--- src/ecc_handler_defines.vh ---
// Purpose: constants for the protected block error handler
// Assumes: 16-bit memory words, six check bits, 32 kW low window
// Notes:   included by every design file of the handler
//
// How it works
// protect mode shields one 16 kW block; it acts as normal mode, ECC on
// shielded block always corrects single errors, never latches check bits
// clean shielded read returns memory data, status check bits untouched
// shielded single read error sets status bit 4, corrects bus data
// shielded single read error logs no address and no syndrome
// shielded double read error: bit 15, red lamp, error line, no latch
// shielded byte write single error: bit 4, correct, merge, new ECC
// shielded byte write double error: old data and check bits back
// the rewritten bad word fails again on the next read there
// shielded word write stores data with generated check bits
// status check bits are never written into the shielded block
// in protected modes status check bits serve only unshielded memory
// normal byte write single error: bit 4, correct, log, ECC bits
// seven operating modes, each with its own per-cycle handling
// status bit 3 picks which 16 kW block is shielded
// software sets bit 2 and clears bit 14 for diagnostic mode
// status bits 5..10 hold cbx, cb0, cb1, cb2, cb4, cb8
// bits 4 and 15 stay set until software write or reset
`ifndef ECC_HANDLER_DEFINES_VH
`define ECC_HANDLER_DEFINES_VH

// register byte offsets
`define OFS_CSR      5'h00
`define OFS_ERRADDR  5'h04
`define OFS_SYND     5'h08
`define OFS_MODE     5'h0C

// status register fields
`define CSR_DIAG     2
`define CSR_BLKSEL   3
`define CSR_SERR     4
`define CSR_CB_LO    5
`define CSR_CB_HI    10
`define CSR_PROT     13
`define CSR_ECCDIS   14
`define CSR_DERR     15
`define CSR_WMASK    16'hE7FC
`define CSR_RST      16'h0000

// memory geometry
`define AW           18
`define BLK_BIT      14

// hamming position of each data bit, 5 bits per entry, bit 0 first
`define ECC_POS {5'h15, 5'h14, 5'h13, 5'h12, 5'h11, 5'h0F, 5'h0E, \
                 5'h0D, 5'h0C, 5'h0B, 5'h0A, 5'h09, 5'h07, 5'h06, \
                 5'h05, 5'h03}

// mode codes
`define MODE_NORM_EN  3'h0
`define MODE_NORM_DIS 3'h1
`define MODE_PNRM_DIS 3'h2
`define MODE_DIAG_EN  3'h3
`define MODE_DIAG_DIS 3'h4
`define MODE_PDIA_EN  3'h5
`define MODE_PDIA_DIS 3'h6

// bus responses
`define RESP_OKAY    2'h0
`define RESP_SLVERR  2'h2

`endif

--- src/ecc_handler.v ---
// Purpose: error handling for memory cycles in all seven operating modes
// Assumes: memory returns data and checks the cycle after mem_rd
// Notes:   registers reached over AXI4-Lite, one aligned word each
//
// The placing of the registers and the AXI4-Lite register port were decided locally.
`timescale 1ns/1ns
`default_nettype none
`include "ecc_handler_defines.vh"

module ecc_handler (
    // clock and reset
    input  wire              aclk,
    input  wire              aresetn,
    // axi4-lite write
    input  wire [4:0]        awaddr,
    input  wire              awvalid,
    output reg               awready,
    input  wire [31:0]       wdata,
    input  wire [3:0]        wstrb,
    input  wire              wvalid,
    output reg               wready,
    output reg  [1:0]        bresp,
    output reg               bvalid,
    input  wire              bready,
    // axi4-lite read
    input  wire [4:0]        araddr,
    input  wire              arvalid,
    output reg               arready,
    output reg  [31:0]       rdata,
    output reg  [1:0]        rresp,
    output reg               rvalid,
    input  wire              rready,
    // processor bus cycles
    input  wire              cyc_valid,
    input  wire              cyc_write,
    input  wire              cyc_byte,
    input  wire              cyc_hi,
    input  wire [`AW-1:0]    cyc_addr,
    input  wire [15:0]       cyc_wdata,
    output reg               cyc_done,
    output reg  [15:0]       cyc_rdata,
    output reg               bus_error_data_line,
    // memory array
    output reg  [`AW-1:0]    mem_addr,
    output reg               mem_rd,
    output reg               mem_wr,
    output reg  [15:0]       mem_wdata,
    output reg  [5:0]        mem_wchk,
    input  wire [15:0]       mem_rdata,
    input  wire [5:0]        mem_rchk,
    // front panel
    output reg               led_red
);

    ////////////////////////////////////////////////////////////////////
    // state and storage

    localparam [3:0] S_IDLE  = 4'h1;
    localparam [3:0] S_FETCH = 4'h2;
    localparam [3:0] S_EVAL  = 4'h4;
    localparam [3:0] S_HOLD  = 4'h8;

    reg  [3:0]      state_r;
    reg  [15:0]     csr_r;
    reg  [15:0]     csr_nxt;
    reg  [`AW-1:0]  erraddr_r;
    reg  [4:0]      synd_r;
    reg  [`AW-1:0]  req_addr_r;
    reg  [15:0]     req_data_r;
    reg             req_write_r;
    reg             req_hi_r;
    reg             aw_got_r;
    reg             w_got_r;
    reg  [4:0]      awad_r;
    reg  [15:0]     wdat_r;
    reg  [1:0]      wstb_r;

    ////////////////////////////////////////////////////////////////////
    // mode decode

    wire       diag   = csr_r[`CSR_DIAG];
    wire       eccdis = csr_r[`CSR_ECCDIS];
    wire       prot   = csr_r[`CSR_PROT];
    wire       idle   = state_r == S_IDLE;
    wire [`AW-1:0] cur_addr = idle ? cyc_addr : req_addr_r;

    // only the low 32 kW holds the two candidate blocks
    wire in_blk = (cur_addr[`AW-1:`BLK_BIT+1] == {(`AW-`BLK_BIT-1){1'b0}})
                & (cur_addr[`BLK_BIT] == csr_r[`CSR_BLKSEL]);
    wire shield = prot & in_blk;

    // the shield overrides diagnostic and ECC-off behaviour
    wire eff_diag = diag & ~shield;                 // see
    wire eff_dis  = eccdis & ~shield;
    wire log_ok   = ~diag & ~shield;

    reg [2:0] mode_code;

    always @* begin  // see
        case ({prot, diag, eccdis})
            3'b000:  mode_code = `MODE_NORM_EN;
            3'b001:  mode_code = `MODE_NORM_DIS;
            3'b101:  mode_code = `MODE_PNRM_DIS;
            3'b010:  mode_code = `MODE_DIAG_EN;
            3'b011:  mode_code = `MODE_DIAG_DIS;
            3'b110:  mode_code = `MODE_PDIA_EN;
            3'b111:  mode_code = `MODE_PDIA_DIS;
            default: mode_code = `MODE_NORM_EN;
        endcase
    end

    ////////////////////////////////////////////////////////////////////
    // check and generate

    wire [15:0] fixed;
    wire        se;
    wire        de;
    wire [4:0]  syn;

    ecc_decode u_dec (
        .data   (mem_rdata),
        .chk    (mem_rchk),
        .fixed  (fixed),
        .single (se),
        .double (de),
        .syn    (syn)
    );

    // single errors are left raw only where ECC is off and unshielded
    wire        fix_rd = se & ~eff_dis;
    wire [15:0] old_w  = se ? fixed : mem_rdata;
    wire [15:0] merged = req_hi_r ? {req_data_r[15:8], old_w[7:0]}
                                  : {old_w[15:8], req_data_r[7:0]};
    wire [15:0] enc_in = idle ? cyc_wdata : merged;
    wire [5:0]  gen_chk;

    ecc_encode u_enc (
        .data (enc_in),
        .chk  (gen_chk)
    );

    wire [5:0] csr_cb = csr_r[`CSR_CB_HI:`CSR_CB_LO];
    // status check bits only ever reach unshielded memory
    wire [5:0] wr_chk = eff_diag ? csr_cb : gen_chk;

    ////////////////////////////////////////////////////////////////////
    // hardware flag events, valid in the evaluate cycle

    wire ev    = state_r == S_EVAL;
    wire ev_rd = ev & ~req_write_r;
    wire ev_wb = ev & req_write_r;
    wire uncor = se & eff_dis;

    wire hw_set4  = (ev_rd & se)
                  | (ev_wb & se & ~eff_diag);           // see
    wire hw_set15 = (ev_rd & (de | uncor))
                  | (ev_wb & se & eff_dis & ~eff_diag);
    // shielded cycles never capture check bits
    wire hw_cb    = ev_rd & eff_diag;                   // see
    wire hw_log   = log_ok & ((ev_rd & (se | de))
                  | (ev_wb & se));

    ////////////////////////////////////////////////////////////////////
    // axi4-lite write side

    wire aw_hs = awvalid & awready;
    wire w_hs  = wvalid & wready;
    wire do_wr = aw_got_r & w_got_r & ~bvalid;
    wire wr_ok = awad_r[1:0] == 2'h0 && awad_r <= `OFS_MODE;
    wire csr_we = do_wr && awad_r == `OFS_CSR;
    wire [15:0] lane = {{8{wstb_r[1]}}, {8{wstb_r[0]}}} & `CSR_WMASK;

    always @* begin
        csr_nxt = csr_r;
        if (csr_we) begin
            csr_nxt = (csr_r & ~lane) | (wdat_r & lane);
        end
        // a hardware set in the clearing cycle wins
        if (hw_cb) begin
            csr_nxt[`CSR_CB_HI:`CSR_CB_LO] = mem_rchk;
        end
        if (hw_set4) begin
            csr_nxt[`CSR_SERR] = 1'b1;
        end
        if (hw_set15) begin
            csr_nxt[`CSR_DERR] = 1'b1;
        end
    end

    always @(posedge aclk) begin
        if (!aresetn) begin
            awready  <= 1'b0;
            wready   <= 1'b0;
            bvalid   <= 1'b0;
            bresp    <= `RESP_OKAY;
            aw_got_r <= 1'b0;
            w_got_r  <= 1'b0;
            awad_r   <= 5'h00;
            wdat_r   <= 16'h0000;
            wstb_r   <= 2'h0;
        end else begin
            awready <= ~(aw_got_r | aw_hs) & ~do_wr;
            wready  <= ~(w_got_r | w_hs) & ~do_wr;
            if (aw_hs) begin
                aw_got_r <= 1'b1;
                awad_r   <= awaddr;
            end
            if (w_hs) begin
                w_got_r <= 1'b1;
                wdat_r  <= wdata[15:0];
                wstb_r  <= wstrb[1:0];
            end
            if (do_wr) begin
                aw_got_r <= 1'b0;
                w_got_r  <= 1'b0;
                bvalid   <= 1'b1;
                bresp    <= wr_ok ? `RESP_OKAY : `RESP_SLVERR;
            end else if (bvalid & bready) begin
                bvalid <= 1'b0;
            end
        end
    end

    ////////////////////////////////////////////////////////////////////
    // axi4-lite read side

    wire ar_hs = arvalid & arready;

    always @(posedge aclk) begin
        if (!aresetn) begin
            arready <= 1'b0;
            rvalid  <= 1'b0;
            rdata   <= 32'h00000000;
            rresp   <= `RESP_OKAY;
        end else begin
            arready <= ~(rvalid | ar_hs);
            if (ar_hs) begin
                rvalid <= 1'b1;
                rresp  <= `RESP_OKAY;
                case (araddr)
                    `OFS_CSR:     rdata <= {16'h0000, csr_r};
                    `OFS_ERRADDR: rdata <= {{(32-`AW){1'b0}}, erraddr_r};
                    `OFS_SYND:    rdata <= {27'h0000000, synd_r};
                    `OFS_MODE:    rdata <= {29'h00000000, mode_code};
                    default: begin
                        rdata <= 32'h00000000;
                        rresp <= `RESP_SLVERR;
                    end
                endcase
            end else if (rvalid & rready) begin
                rvalid <= 1'b0;
            end
        end
    end

    ////////////////////////////////////////////////////////////////////
    // status, log and lamp

    always @(posedge aclk) begin
        if (!aresetn) begin
            csr_r     <= `CSR_RST;
            erraddr_r <= {`AW{1'b0}};
            synd_r    <= 5'h00;
            led_red   <= 1'b0;
        end else begin
            csr_r   <= csr_nxt;
            // lamp follows the uncorrectable flag
            led_red <= csr_nxt[`CSR_DERR];
            if (hw_log) begin
                erraddr_r <= req_addr_r;
                synd_r    <= syn;
            end
        end
    end

    ////////////////////////////////////////////////////////////////////
    // cycle sequencer

    always @(posedge aclk) begin
        if (!aresetn) begin
            state_r             <= S_IDLE;
            req_addr_r          <= {`AW{1'b0}};
            req_data_r          <= 16'h0000;
            req_write_r         <= 1'b0;
            req_hi_r            <= 1'b0;
            mem_addr            <= {`AW{1'b0}};
            mem_rd              <= 1'b0;
            mem_wr              <= 1'b0;
            mem_wdata           <= 16'h0000;
            mem_wchk            <= 6'h00;
            cyc_done            <= 1'b0;
            cyc_rdata           <= 16'h0000;
            bus_error_data_line <= 1'b0;
        end else begin
            mem_rd              <= 1'b0;
            mem_wr              <= 1'b0;
            cyc_done            <= 1'b0;
            bus_error_data_line <= 1'b0;
            case (state_r)
                S_IDLE: begin
                    if (cyc_valid) begin
                        req_addr_r  <= cyc_addr;
                        req_data_r  <= cyc_wdata;
                        req_write_r <= cyc_write;
                        req_hi_r    <= cyc_hi;
                        mem_addr    <= cyc_addr;
                        if (cyc_write & ~cyc_byte) begin
                            mem_wr    <= 1'b1;
                            mem_wdata <= cyc_wdata;
                            mem_wchk  <= wr_chk;
                            cyc_done  <= 1'b1;
                            state_r   <= S_HOLD;
                        end else begin
                            // byte writes read the old word first
                            mem_rd  <= 1'b1;
                            state_r <= S_FETCH;
                        end
                    end
                end
                S_FETCH: begin
                    state_r <= S_EVAL;
                end
                S_EVAL: begin
                    cyc_done <= 1'b1;
                    state_r  <= S_HOLD;
                    if (!req_write_r) begin
                        cyc_rdata <= fix_rd ? fixed : mem_rdata;
                        bus_error_data_line <= de | uncor;
                    end else begin
                        mem_wr <= 1'b1;
                        if (de & ~eff_diag) begin
                            // keep the bad word so the next read fails
                            mem_wdata <= mem_rdata;     // see
                            mem_wchk  <= mem_rchk;
                        end else begin
                            mem_wdata <= merged;
                            mem_wchk  <= wr_chk;        // see
                        end
                    end
                end
                S_HOLD: begin
                    // gives the master a cycle to drop its request
                    state_r <= S_IDLE;
                end
                default: begin
                    state_r <= S_IDLE;
                end
            endcase
        end
    end

endmodule // ecc_handler

`default_nettype wire

--- src/ecc_encode.v ---
// Purpose: check bit generator for one 16-bit word
// Assumes: chk[0] is the cross bit, chk[5:1] are cb0..cb8
// Notes:   cross bit makes the parity of data plus all checks even
`timescale 1ns/1ns
`default_nettype none
`include "ecc_handler_defines.vh"

module ecc_encode (
    // word in
    input  wire [15:0] data,
    // check bits out
    output wire [5:0]  chk
);

    localparam [79:0] POS = `ECC_POS;

    reg     [4:0] ham;
    integer       i;
    integer       k;

    always @* begin
        ham = 5'h00;
        for (i = 0; i < 16; i = i + 1) begin
            for (k = 0; k < 5; k = k + 1) begin
                if (POS[i*5+k]) begin
                    ham[k] = ham[k] ^ data[i];
                end
            end
        end
    end

    assign chk = {ham, ^{data, ham}};

endmodule // ecc_encode

`default_nettype wire

--- src/ecc_decode.v ---
// Purpose: checks a stored word and corrects a single bit error
// Assumes: check bit order as in ecc_encode
// Notes:   a bad cross bit alone is a single error with clean data
`timescale 1ns/1ns
`default_nettype none
`include "ecc_handler_defines.vh"

module ecc_decode (
    // stored word
    input  wire [15:0] data,
    input  wire [5:0]  chk,
    // result
    output reg  [15:0] fixed,
    output wire        single,
    output wire        double,
    output wire [4:0]  syn
);

    localparam [79:0] POS = `ECC_POS;

    wire    [5:0] gen;
    integer       i;

    ecc_encode u_enc (
        .data (data),
        .chk  (gen)
    );

    assign syn    = gen[5:1] ^ chk[5:1];
    assign single = ^{data, chk};
    assign double = ~single & (syn != 5'h00);

    always @* begin
        fixed = data;
        for (i = 0; i < 16; i = i + 1) begin
            if (single && (POS[i*5 +: 5] == syn)) begin
                fixed[i] = ~data[i];
            end
        end
    end

endmodule // ecc_decode

`default_nettype wire

--- config.mk ---
export PLATFORM = sky130hd
export DESIGN_NAME = ecc_handler
export DESIGN_NICKNAME = d
export VERILOG_FILES = /design/src/ecc_handler.v /design/src/ecc_encode.v /design/src/ecc_decode.v
export VERILOG_INCLUDE_DIRS = /design/src /design/src/src
export SDC_FILE = /design/constraint.sdc
export NUM_CORES = 1
export LEC_CHECK = 0
export BUFFER_PORTS_ARGS = -buffer_cell sky130_fd_sc_hd__clkbuf_2
export CAP_MARGIN = 10
export CORE_MARGIN = 1.5
export CORE_UTILIZATION = 55
export CTS_BUF_LIST = sky130_fd_sc_hd__clkbuf_4 sky130_fd_sc_hd__clkbuf_8
export DETAILED_ROUTE_END_ITERATION = 8
export PLACE_DENSITY = 0.82
export SLEW_MARGIN = 15
export SYNTH_ARGS = -nofsm -noshare
export SYNTH_HDL_FRONTEND = slang
export SYNTH_SLANG_ARGS = --single-unit
--- constraint.sdc ---
create_clock -name aclk -period 6.6 [get_ports aclk]
set_clock_uncertainty 0.2 [all_clocks]
set_input_delay 1.98 -clock aclk [delete_from_list [all_inputs] [get_ports aclk]]
set_output_delay 1.98 -clock aclk [all_outputs]
set_load 0.01 [all_outputs]
==> impl_metrics.env, run 1 <==
export IMPL_outcome="completed"
export IMPL_vias=8140
export IMPL_synth_edff_count=0
export IMPL_slew_headroom=0.335
export IMPL_p_leak_uw=0.00413
export IMPL_clock_sinks=163
export IMPL_die_area_um2=16100
export IMPL_ys_seq_elements=163
export IMPL_synth_cells=1027
export IMPL_worstPathArrival_ps=6270
export IMPL_p_per_area_nw_per_um2=287
export IMPL_wl_per_cell_um=17.6
export IMPL_place_area_um2=9400
export IMPL_synth_cell_types=59
export IMPL_tritoncts="built"
export IMPL_synth_avg_cell_area_um2=8.21
export IMPL_cp_max_fo=6
export IMPL_grt_pass1_wl_um=38100
export IMPL_synth_top_area_cell="dfxtp_1"
export IMPL_ys_warnings_count=0
export IMPL_hpwl_um=17400
export IMPL_setup_viol=0
export IMPL_synthFlopType="dfxtp_1"
export IMPL_antenna_found_initial=0
export IMPL_grt_pass1_vias=7184
export IMPL_dr_pass1_iters=6
export IMPL_ir_drop_uv=149
export IMPL_initial_core_util=0.558
export IMPL_grt_max_degree=85
export IMPL_coreArea_um2=15100
export IMPL_layout_drive_gt1_share=0.221
export IMPL_ctsResizeCount=0
export IMPL_final_fill_count=1321
export IMPL_post_cts_buffers=0
export IMPL_timing_final_ws_setup_ps=527
export IMPL_netlist_area_leader_share=0.387
export IMPL_cts_hold_repair_buffers=0
export IMPL_die_w_um=127
export IMPL_start_kind="input pin"
export IMPL_period_share=0.920
export IMPL_detail_route_antenna_nets=0
export IMPL_stdcell_area_um2=9770
export IMPL_gp_congestion=0.927
export IMPL_post_place_ws_ps=123
export IMPL_layout_commonest_cell="clkbuf_2"
export IMPL_cts_root_buf="clkbuf_8"
export IMPL_clockBufferDepth=2
export IMPL_final_seq_area_um2=3260
export IMPL_area_delta_synth_final_pct=16.0
export IMPL_synthArstFlopShare=0
export IMPL_crit_path_end_kind="flip-flop"
export IMPL_die_h_um=127
export IMPL_viasPerCell=5.93
export IMPL_drv_cap=0
export IMPL_clk_pin_slew_ps=90
export IMPL_crit_type="input pin to flip-flop"
export IMPL_htree_levels=4
export IMPL_drt_iter0_drc=854
export IMPL_portBuffers=176
export IMPL_p_total_uw=2800
export IMPL_antenna_cells=0
export IMPL_globalRoute_totalOverflow=0
export IMPL_yosys_top_cells_area="dfxtp_1, nand2_1, a21oi_1"
export IMPL_grt_usage=0.300
export IMPL_layout_common_cells="clkbuf_2, nand2_1, dfxtp_1"
export IMPL_num_rows=45
export IMPL_holdWs_ps=255
export IMPL_numCtsBuffers=17
export IMPL_drcViolationCount=0
export IMPL_tns_ps=0
export IMPL_drt_total_wl_um=24100
export IMPL_ys_seq_area_frac=0.387
export IMPL_io_pins=215
export IMPL_fmax_ghz=0.165
export IMPL_tightest_slew_ps=996
export IMPL_hold_path_class="flip-flop to flip-flop"
export IMPL_netlist_area_um2=8430
export IMPL_min_period_ps=6070
export IMPL_clock_latency_ps=470
export IMPL_rsz0062_at_grt="false"
export IMPL_required_ps=6800
export IMPL_drv_slew=0
export IMPL_hold_viol_final=0
export IMPL_nets=1284
export IMPL_multiInputGateArea_um2=4790
## critical path, stage by stage
cell and delay, ps:
clkbuf_2 210, xor2_1 190, xnor3_1 510, xnor2_1 510, nand3_1 290, or4_1 460, a31o_2 290, xnor2_1 130
o21ai_1 290, xnor3_1 500, xnor2_1 240, xnor3_1 460, a41oi_2 200
## power breakdown
part	switching (µW)	total, µW	internal (µW)
Clock	389	687	298
Sequential	29.1	1050	1020
Combinational	640	1060	420
## cell type report
type                       count  share of cell area
tap                          188              0.0241
sequential                   163               0.334
clock inverter                11             0.00960
timing repair buffer         205               0.112
multi-input combinational    780               0.490
inverter                       4             0.00166
clock buffer                  21              0.0283
## synth_stat cells, drive strengths merged, types with 16 or more instances
master and instances:
a211oi 17, a21oi 113, a221oi 16, buf 34
clkbuf 61, dfxtp 163, mux2i 42, nand2 163
nand3 24, nor2 98, o21ai 58, xnor2 55
xor2 28
## kinds of logic (layout without fill, tap and decap cells)
family | Yosys count | count (layout) | share of synthesized area
AO/OA/AOI/OAI | 263 | 263 | 0.192
XOR/XNOR | 93 | 93 | 0.120
buffers and inverters | 99 | 241 | 0.0549
flip-flops | 163 | 163 | 0.387
multiplexers | 44 | 44 | 0.0530
other | 1 | 16 | 0.000445
AND/OR/NAND/NOR | 364 | 364 | 0.192
## routing by layer
metal,wire length (µm),GRT usage,vias up
li1,-,-,3859
met1,10300,0.411,3772
met2,10700,0.459,441
met3,2340,0.0607,68
met4,851,0.136,0
met5,0,0,-
## registers in the layout, indices dropped and copies added, names as in the netlist, 2 cells and up, named ones only
name and count:
cyc_rdata 16, rdata 18, awad_r 5, mem_wdata 16, csr_r 8, erraddr_r 18
req_addr_r 18, state_r 4, mem_wchk 6, wdat_r 12, req_data_r 16, wstb_r 2
synd_r 5
## metrics by stage
step           std cells   util
6_report            1372  0.648
5_1_grt             1372  0.648
4_1_cts             1372  0.647
3_5_place_dp        1340  0.623
3_3_place_gp        1340  0.623
2_1_floorplan       1042      -
## final timing paths
| check | from | end | cells past startpoint | slack (ps) |
|---|---|---|---|---|
| min | req_data_r[7] | req_data_r[7] | 2 | 250 |
| min reg2reg | req_data_r[7] | req_data_r[7] | 2 | 250 |
| max reg2reg | state_r[3] | mem_wchk[0] | 10 | 2490 |
| max | mem_rdata[9] | mem_wchk[0] | 13 | 530 |
(Power assumes the default switching activity.)
==> inputs of run 2 (changes only) <==
--- a/config.mk
+++ b/config.mk
@@ -6,13 +6,13 @@
 export SDC_FILE = /design/constraint.sdc
 export NUM_CORES = 1
 export LEC_CHECK = 0
+export ABC_CLOCK_PERIOD_IN_PS = 7300
 export BUFFER_PORTS_ARGS = -buffer_cell sky130_fd_sc_hd__clkbuf_2
 export CAP_MARGIN = 10
 export CORE_MARGIN = 1.5
-export CORE_UTILIZATION = 55
+export CORE_UTILIZATION = 25
 export CTS_BUF_LIST = sky130_fd_sc_hd__clkbuf_4 sky130_fd_sc_hd__clkbuf_8
 export DETAILED_ROUTE_END_ITERATION = 8
-export PLACE_DENSITY = 0.82
 export SLEW_MARGIN = 15
 export SYNTH_ARGS = -nofsm -noshare
 export SYNTH_HDL_FRONTEND = slang
==> constraint.sdc (replaced) <==
create_clock -name aclk -period 7.3 [get_ports aclk]
set_clock_uncertainty 0.2 [all_clocks]
set_input_delay 2.19 -clock aclk [delete_from_list [all_inputs] [get_ports aclk]]
set_output_delay 2.19 -clock aclk [all_outputs]
set_load 0.01 [all_outputs]
==> impl_metrics.env, run 2 (synthesis gave the netlist of run 1 again) <==
export IMPL_outcome="completed"
export IMPL_cp_startpoint="mem_rdata[10]"
export IMPL_numCtsBuffers=17
export IMPL_wl_per_cell_um=17.3
export IMPL_grt_pass1_vias=7157
export IMPL_clk_pin_slew_ps=100
export IMPL_clockBufferDepth=2
export IMPL_grt_max_degree=90
export IMPL_r2r_cells=10
export IMPL_vias=7785
export IMPL_slew_headroom=0.329
export IMPL_viasPerCell=4.79
export IMPL_ctsResizeCount=0
export IMPL_initial_core_util=0.253
export IMPL_ir_drop_uv=121
export IMPL_cp_slowest_cell="xnor3_2"
export IMPL_clock_latency_ps=470
export IMPL_layout_commonest_cell="clkbuf_2"
export IMPL_crit_type="input pin to flip-flop"
export IMPL_post_cts_buffers=0
export IMPL_r2r_start="state_r[3]"
export IMPL_hpwl_um=21100
export IMPL_drv_slew=0
export IMPL_tritoncts="built"
export IMPL_hold_viol_final=0
export IMPL_num_rows=67
export IMPL_reg2reg_to="mem_wchk[0]"
export IMPL_post_place_ws_ps=647
export IMPL_layout_common_cells="clkbuf_2, dfxtp_1, nand2_1"
export IMPL_die_area_um2=34800
export IMPL_setup_viol=0
export IMPL_critPathMaxStageDelay_ps=550
export IMPL_detail_route_antenna_nets=0
export IMPL_reg_top3="erraddr_r: 18 flops, rdata: 18 flops, req_addr_r: 18 flops"
export IMPL_layout_drive_gt1_share=0.215
export IMPL_antenna_found_initial=3
export IMPL_portBuffers=176
export IMPL_area_delta_synth_final_pct=19.2
export IMPL_cpMostUsedCell="xnor2_1"
export IMPL_r2r_slack_ps=3160
export IMPL_rsz0062_at_grt="false"
export IMPL_io_pins=215
export IMPL_cts_root_buf="clkbuf_8"
export IMPL_critPathTopFamily="XOR/XNOR gates"
export IMPL_final_fill_count=3625
export IMPL_nets=1274
export IMPL_start_kind="input pin"
export IMPL_period_share=0.851
export IMPL_cts_hold_repair_buffers=0
export IMPL_htree_levels=4
export IMPL_timing_final_ws_setup_ps=1090
export IMPL_coreArea_um2=33400
export IMPL_p_per_area_nw_per_um2=253
export IMPL_p_leak_uw=0.00410
export IMPL_min_period_ps=6210
export IMPL_die_w_um=187
export IMPL_grt_usage=0.159
export IMPL_path_cells="clkbuf_2 -> xnor3_2 -> xnor2_4 -> xnor2_2 -> xor2_1 -> o211ai_1 -> xnor2_1 -> mux2i_1 -> xnor2_1 -> o21ai_1 -> xnor3_1 -> xnor2_1 -> xnor3_1 -> a41oi_2"
export IMPL_cp_max_fo=9
export IMPL_drt_iter0_drc=650
export IMPL_path_buf_inv=1
export IMPL_tns_ps=0
export IMPL_required_ps=7500
export IMPL_worst_setup_path_endpoint="mem_wchk[0]"
export IMPL_fmax_ghz=0.161
export IMPL_dr_pass1_iters=5
export IMPL_clock_sinks=163
export IMPL_die_h_um=187
export IMPL_gp_congestion=0.850
export IMPL_tightest_slew_ps=1000
export IMPL_worstPathArrival_ps=6410
export IMPL_crit_path_end_kind="flip-flop"
export IMPL_path_depth=14
export IMPL_hold_path_class="flip-flop to flip-flop"
export IMPL_drt_total_wl_um=28100
export IMPL_drv_cap=0
export IMPL_drcViolationCount=0
export IMPL_grt_pass1_wl_um=42900
export IMPL_globalRoute_totalOverflow=0
run 2: cell count changes in the layout (fill, tap and decap cells not counted), moves of 2 or more:
cell	change
buf_4	-10
clkbuf_4	-2
clkinv_4	+4
clkinvlp_4	-2
diode_2	+4
run 2: how the worst min path moves through the flow:
stage / from / end / cells past startpoint
after floorplan: w_got_r / wready / 1
after global placement: req_data_r[11] / req_data_r[11] / 2
after detailed placement: req_data_r[15] / req_data_r[15] / 2
after CTS: req_data_r[15] / req_data_r[15] / 2
after global routing: rvalid / arready / 1
final: req_data_r[8] / req_data_r[8] / 2
run 2: routing by layer:
| layer | global-route usage | share of wire | up-vias |
|---|---|---|---|
| met4 | 0.0403 | 0.015 | 2 |
| li1 | - | - | 3829 |
| met2 | 0.251 | 0.45 | 289 |
| met1 | 0.209 | 0.45 | 3636 |
| met5 | 0 | 0.00039 | - |
| met3 | 0.0498 | 0.090 | 29 |
run 2: tightest hold or removal path: cells and delay by family, from the launching register on:
family	cells	cell delay, ps
AO/OA/AOI/OAI	1	50
AND/OR/NAND/NOR	1	50
flip-flops	1	320
run 2: metrics by stage:
stage | instance area (µm²) | hold slack, ps | std cells | power, µW | util
6_report | 10000 | 258 | 1625 | 2540 | 0.301
5_1_grt | 10000 | 277 | 1621 | 2680 | 0.301
4_1_cts | 10000 | 256 | 1621 | 2560 | 0.301
3_5_place_dp | 9640 | 242 | 1590 | 1890 | 0.289
3_3_place_gp | 9640 | 237 | 1590 | 1880 | 0.289
2_1_floorplan | 8480 | 226 | 1042 | 1620 | -
run 2: layout make-up:
type	count	area, µm²	area share
well taps	448	561	0.0558
clock buffers	18	248	0.0247
clock inverters	13	144	0.0143
flip-flops and latches	163	3260	0.325
multi-input cells	780	4780	0.476
diodes	4	10.0	0.000997
repair buffers	195	1020	0.102
inverters	4	16.3	0.00162
run 2: power by group:
group	switching [µW]	leakage, µW	internal (µW)
sequential	25.8	0.00132	926
clock	379	0.000195	289
combinational	567	0.00258	355
total	972	0.00410	1570
==> inputs of run 3 (changes only) <==
--- a/config.mk
+++ b/config.mk
@@ -6,7 +6,7 @@
 export SDC_FILE = /design/constraint.sdc
 export NUM_CORES = 1
 export LEC_CHECK = 0
-export ABC_CLOCK_PERIOD_IN_PS = 7300
+export ABC_CLOCK_PERIOD_IN_PS = 5250
 export BUFFER_PORTS_ARGS = -buffer_cell sky130_fd_sc_hd__clkbuf_2
 export CAP_MARGIN = 10
 export CORE_MARGIN = 1.5
==> constraint.sdc (replaced) <==
create_clock -name aclk -period 5.25 [get_ports aclk]
set_clock_uncertainty 0.2 [all_clocks]
set_input_delay 1.575 -clock aclk [delete_from_list [all_inputs] [get_ports aclk]]
set_output_delay 1.575 -clock aclk [all_outputs]
set_load 0.01 [all_outputs]
==> impl_metrics.env, run 3 (synthesis gave the netlist of run 1 again) <==
export IMPL_timing_final_ws_setup_ps=117
export IMPL_setup_viol=0
export IMPL_tritoncts="built"
export IMPL_tightest_slew_ps=1040
export IMPL_crit_path_end_kind="flip-flop"
export IMPL_power_frac_clock=0.232
export IMPL_portBuffers=176
export IMPL_dr_pass1_iters=5
export IMPL_coreArea_um2=33400
export IMPL_clock_latency_ps=480
export IMPL_die_w_um=187
export IMPL_cts_root_buf="clkbuf_8"
export IMPL_hpwl_um=22600
export IMPL_final_fill_count=3565
export IMPL_worstPathArrival_ps=5340
export IMPL_htree_levels=4
export IMPL_grt_usage=0.169
export IMPL_reg_top3="erraddr_r: 18 flops, rdata: 18 flops, req_addr_r: 18 flops"
export IMPL_die_h_um=187
export IMPL_area_delta_synth_final_pct=30.8
export IMPL_nets=1380
export IMPL_grt_pass1_wl_um=45000
export IMPL_fin_cells=1729
export IMPL_period_share=0.978
export IMPL_detail_route_antenna_nets=0
export IMPL_ir_drop_uv=204
export IMPL_whs_path_depth=2
export IMPL_globalRoute_totalOverflow=0
export IMPL_rsz0062_at_grt="false"
export IMPL_post_place_ws_ps=-590
export IMPL_required_ps=5460
export IMPL_drv_cap=0
export IMPL_drv_slew=0
export IMPL_drt_total_wl_um=30000
export IMPL_swShare=0.370
export IMPL_cp_max_fo=6
export IMPL_gp_congestion=0.886
export IMPL_die_area_um2=34800
export IMPL_hold_viol_final=0
export IMPL_min_period_ps=5130
export IMPL_layout_drive_gt1_share=0.292
export IMPL_antenna_found_initial=2
export IMPL_outcome="completed"
export IMPL_pwr_share_seq=0.328
export IMPL_clockBufferDepth=2
export IMPL_num_rows=67
export IMPL_grt_pass1_vias=7592
export IMPL_io_pins=215
export IMPL_clock_sinks=163
export IMPL_p_per_area_nw_per_um2=367
export IMPL_fmax_ghz=0.195
export IMPL_dp_cells=1688
export IMPL_p_leak_uw=0.00467
export IMPL_crit_type="input pin to flip-flop"
export IMPL_numCtsBuffers=17
export IMPL_viasPerCell=4.73
export IMPL_clk_pin_slew_ps=100
export IMPL_grt_max_degree=121
export IMPL_combPwrFrac=0.440
export IMPL_hold_path_class="flip-flop to flip-flop"
export IMPL_start_kind="input pin"
export IMPL_drcViolationCount=0
export IMPL_slew_headroom=0.308
export IMPL_layout_commonest_cell="clkbuf_2"
export IMPL_layout_common_cells="clkbuf_2, nand2_1, dfxtp_1"
export IMPL_drt_iter0_drc=533
export IMPL_initial_core_util=0.253
export IMPL_r2r_cells=8
export IMPL_holdWs_ps=255
export IMPL_wl_per_cell_um=17.3
export IMPL_cts_hold_repair_buffers=0
export IMPL_power_switching_uw=1500
export IMPL_p_total_uw=4050
export IMPL_p_int_uw=2550
export IMPL_vias=8181
export IMPL_postLayoutCoreUtil=0.330
run 3: cell count changes in the layout (fill, tap and decap cells not counted), sizes merged:
cell / previous run / this run
buf: 19 / 124
clkinv: 7 / 5
diode: 4 / 2
clkinvlp: 1 / 2
inv: 8 / 9
xor2: 28 / 29
run 3: per-layer routing:
layer / wire length [µm] / vias up / global-route usage
met5: 8 / - / 0
met4: 688 / 2 / 0.0574
met3: 2180 / 45 / 0.0431
met2: 13200 / 295 / 0.261
met1: 13900 / 3794 / 0.228
li1: - / 4045 / -
run 3: final timing paths:
path / start / to / slack [ps]
hold / removal: req_data_r[7] / req_data_r[7] / 250
setup / recovery: mem_rdata[9] / mem_wchk[0] / 120
hold reg to reg: req_data_r[7] / req_data_r[7] / 250
setup reg to reg: state_r[3] / mem_wdata[9] / 1260
run 3: power groups by stage:
stage	sequential, µW	combinational, µW	clock, µW
4_1_cts	1330	1650	971
3_5_place_dp	1360	1630	0
5_1_grt	1330	1900	1030
3_3_place_gp	1350	1620	0
6_report	1330	1780	940
2_1_floorplan	1350	951	0
run 3: what timing repair did:
| item | 4_1_cts | 5_1_grt |
|---|---|---|
| setup endpoints to repair | 2 | 4 |
| resized for setup | 2 | 11 |
| pin swaps | 0 | 6 |
| gates cloned | 0 | 1 |
| setup buffers | 0 | 7 |
run 3: final cells by class:
cell class	count	area [µm²]	area share
Clock inverter	13	146	0.0133
Sequential cell	163	3260	0.296
Multi-Input combinational cell	781	4940	0.448
Timing Repair Buffer	300	1850	0.168
Clock buffer	18	241	0.0219
Inverter	4	16.3	0.00148
Tap cell	448	561	0.0509
Antenna cell	2	5.00	0.000454
run 3: worst max-delay path, stage by stage:
cell and delay [ps]:
clkbuf_2 110, buf_4 140, xor2_2 230, xnor3_2 520, nand2b_1 210, mux2_4 350
or4_1 510, a31oi_2 230, xnor2_1 130, a21oi_2 240, xnor2_2 160, xnor2_2 150
xor2_1 190, xnor3_1 420, a41oi_2 160
run 3: through the flow:
stage	setup TNS [ps]	cell area, µm²
6_report	0	11000
3_3_place_gp	-2470	10500
5_1_grt	0	11000
3_5_place_dp	-2620	10500
2_1_floorplan	0	8570
4_1_cts	0	10900
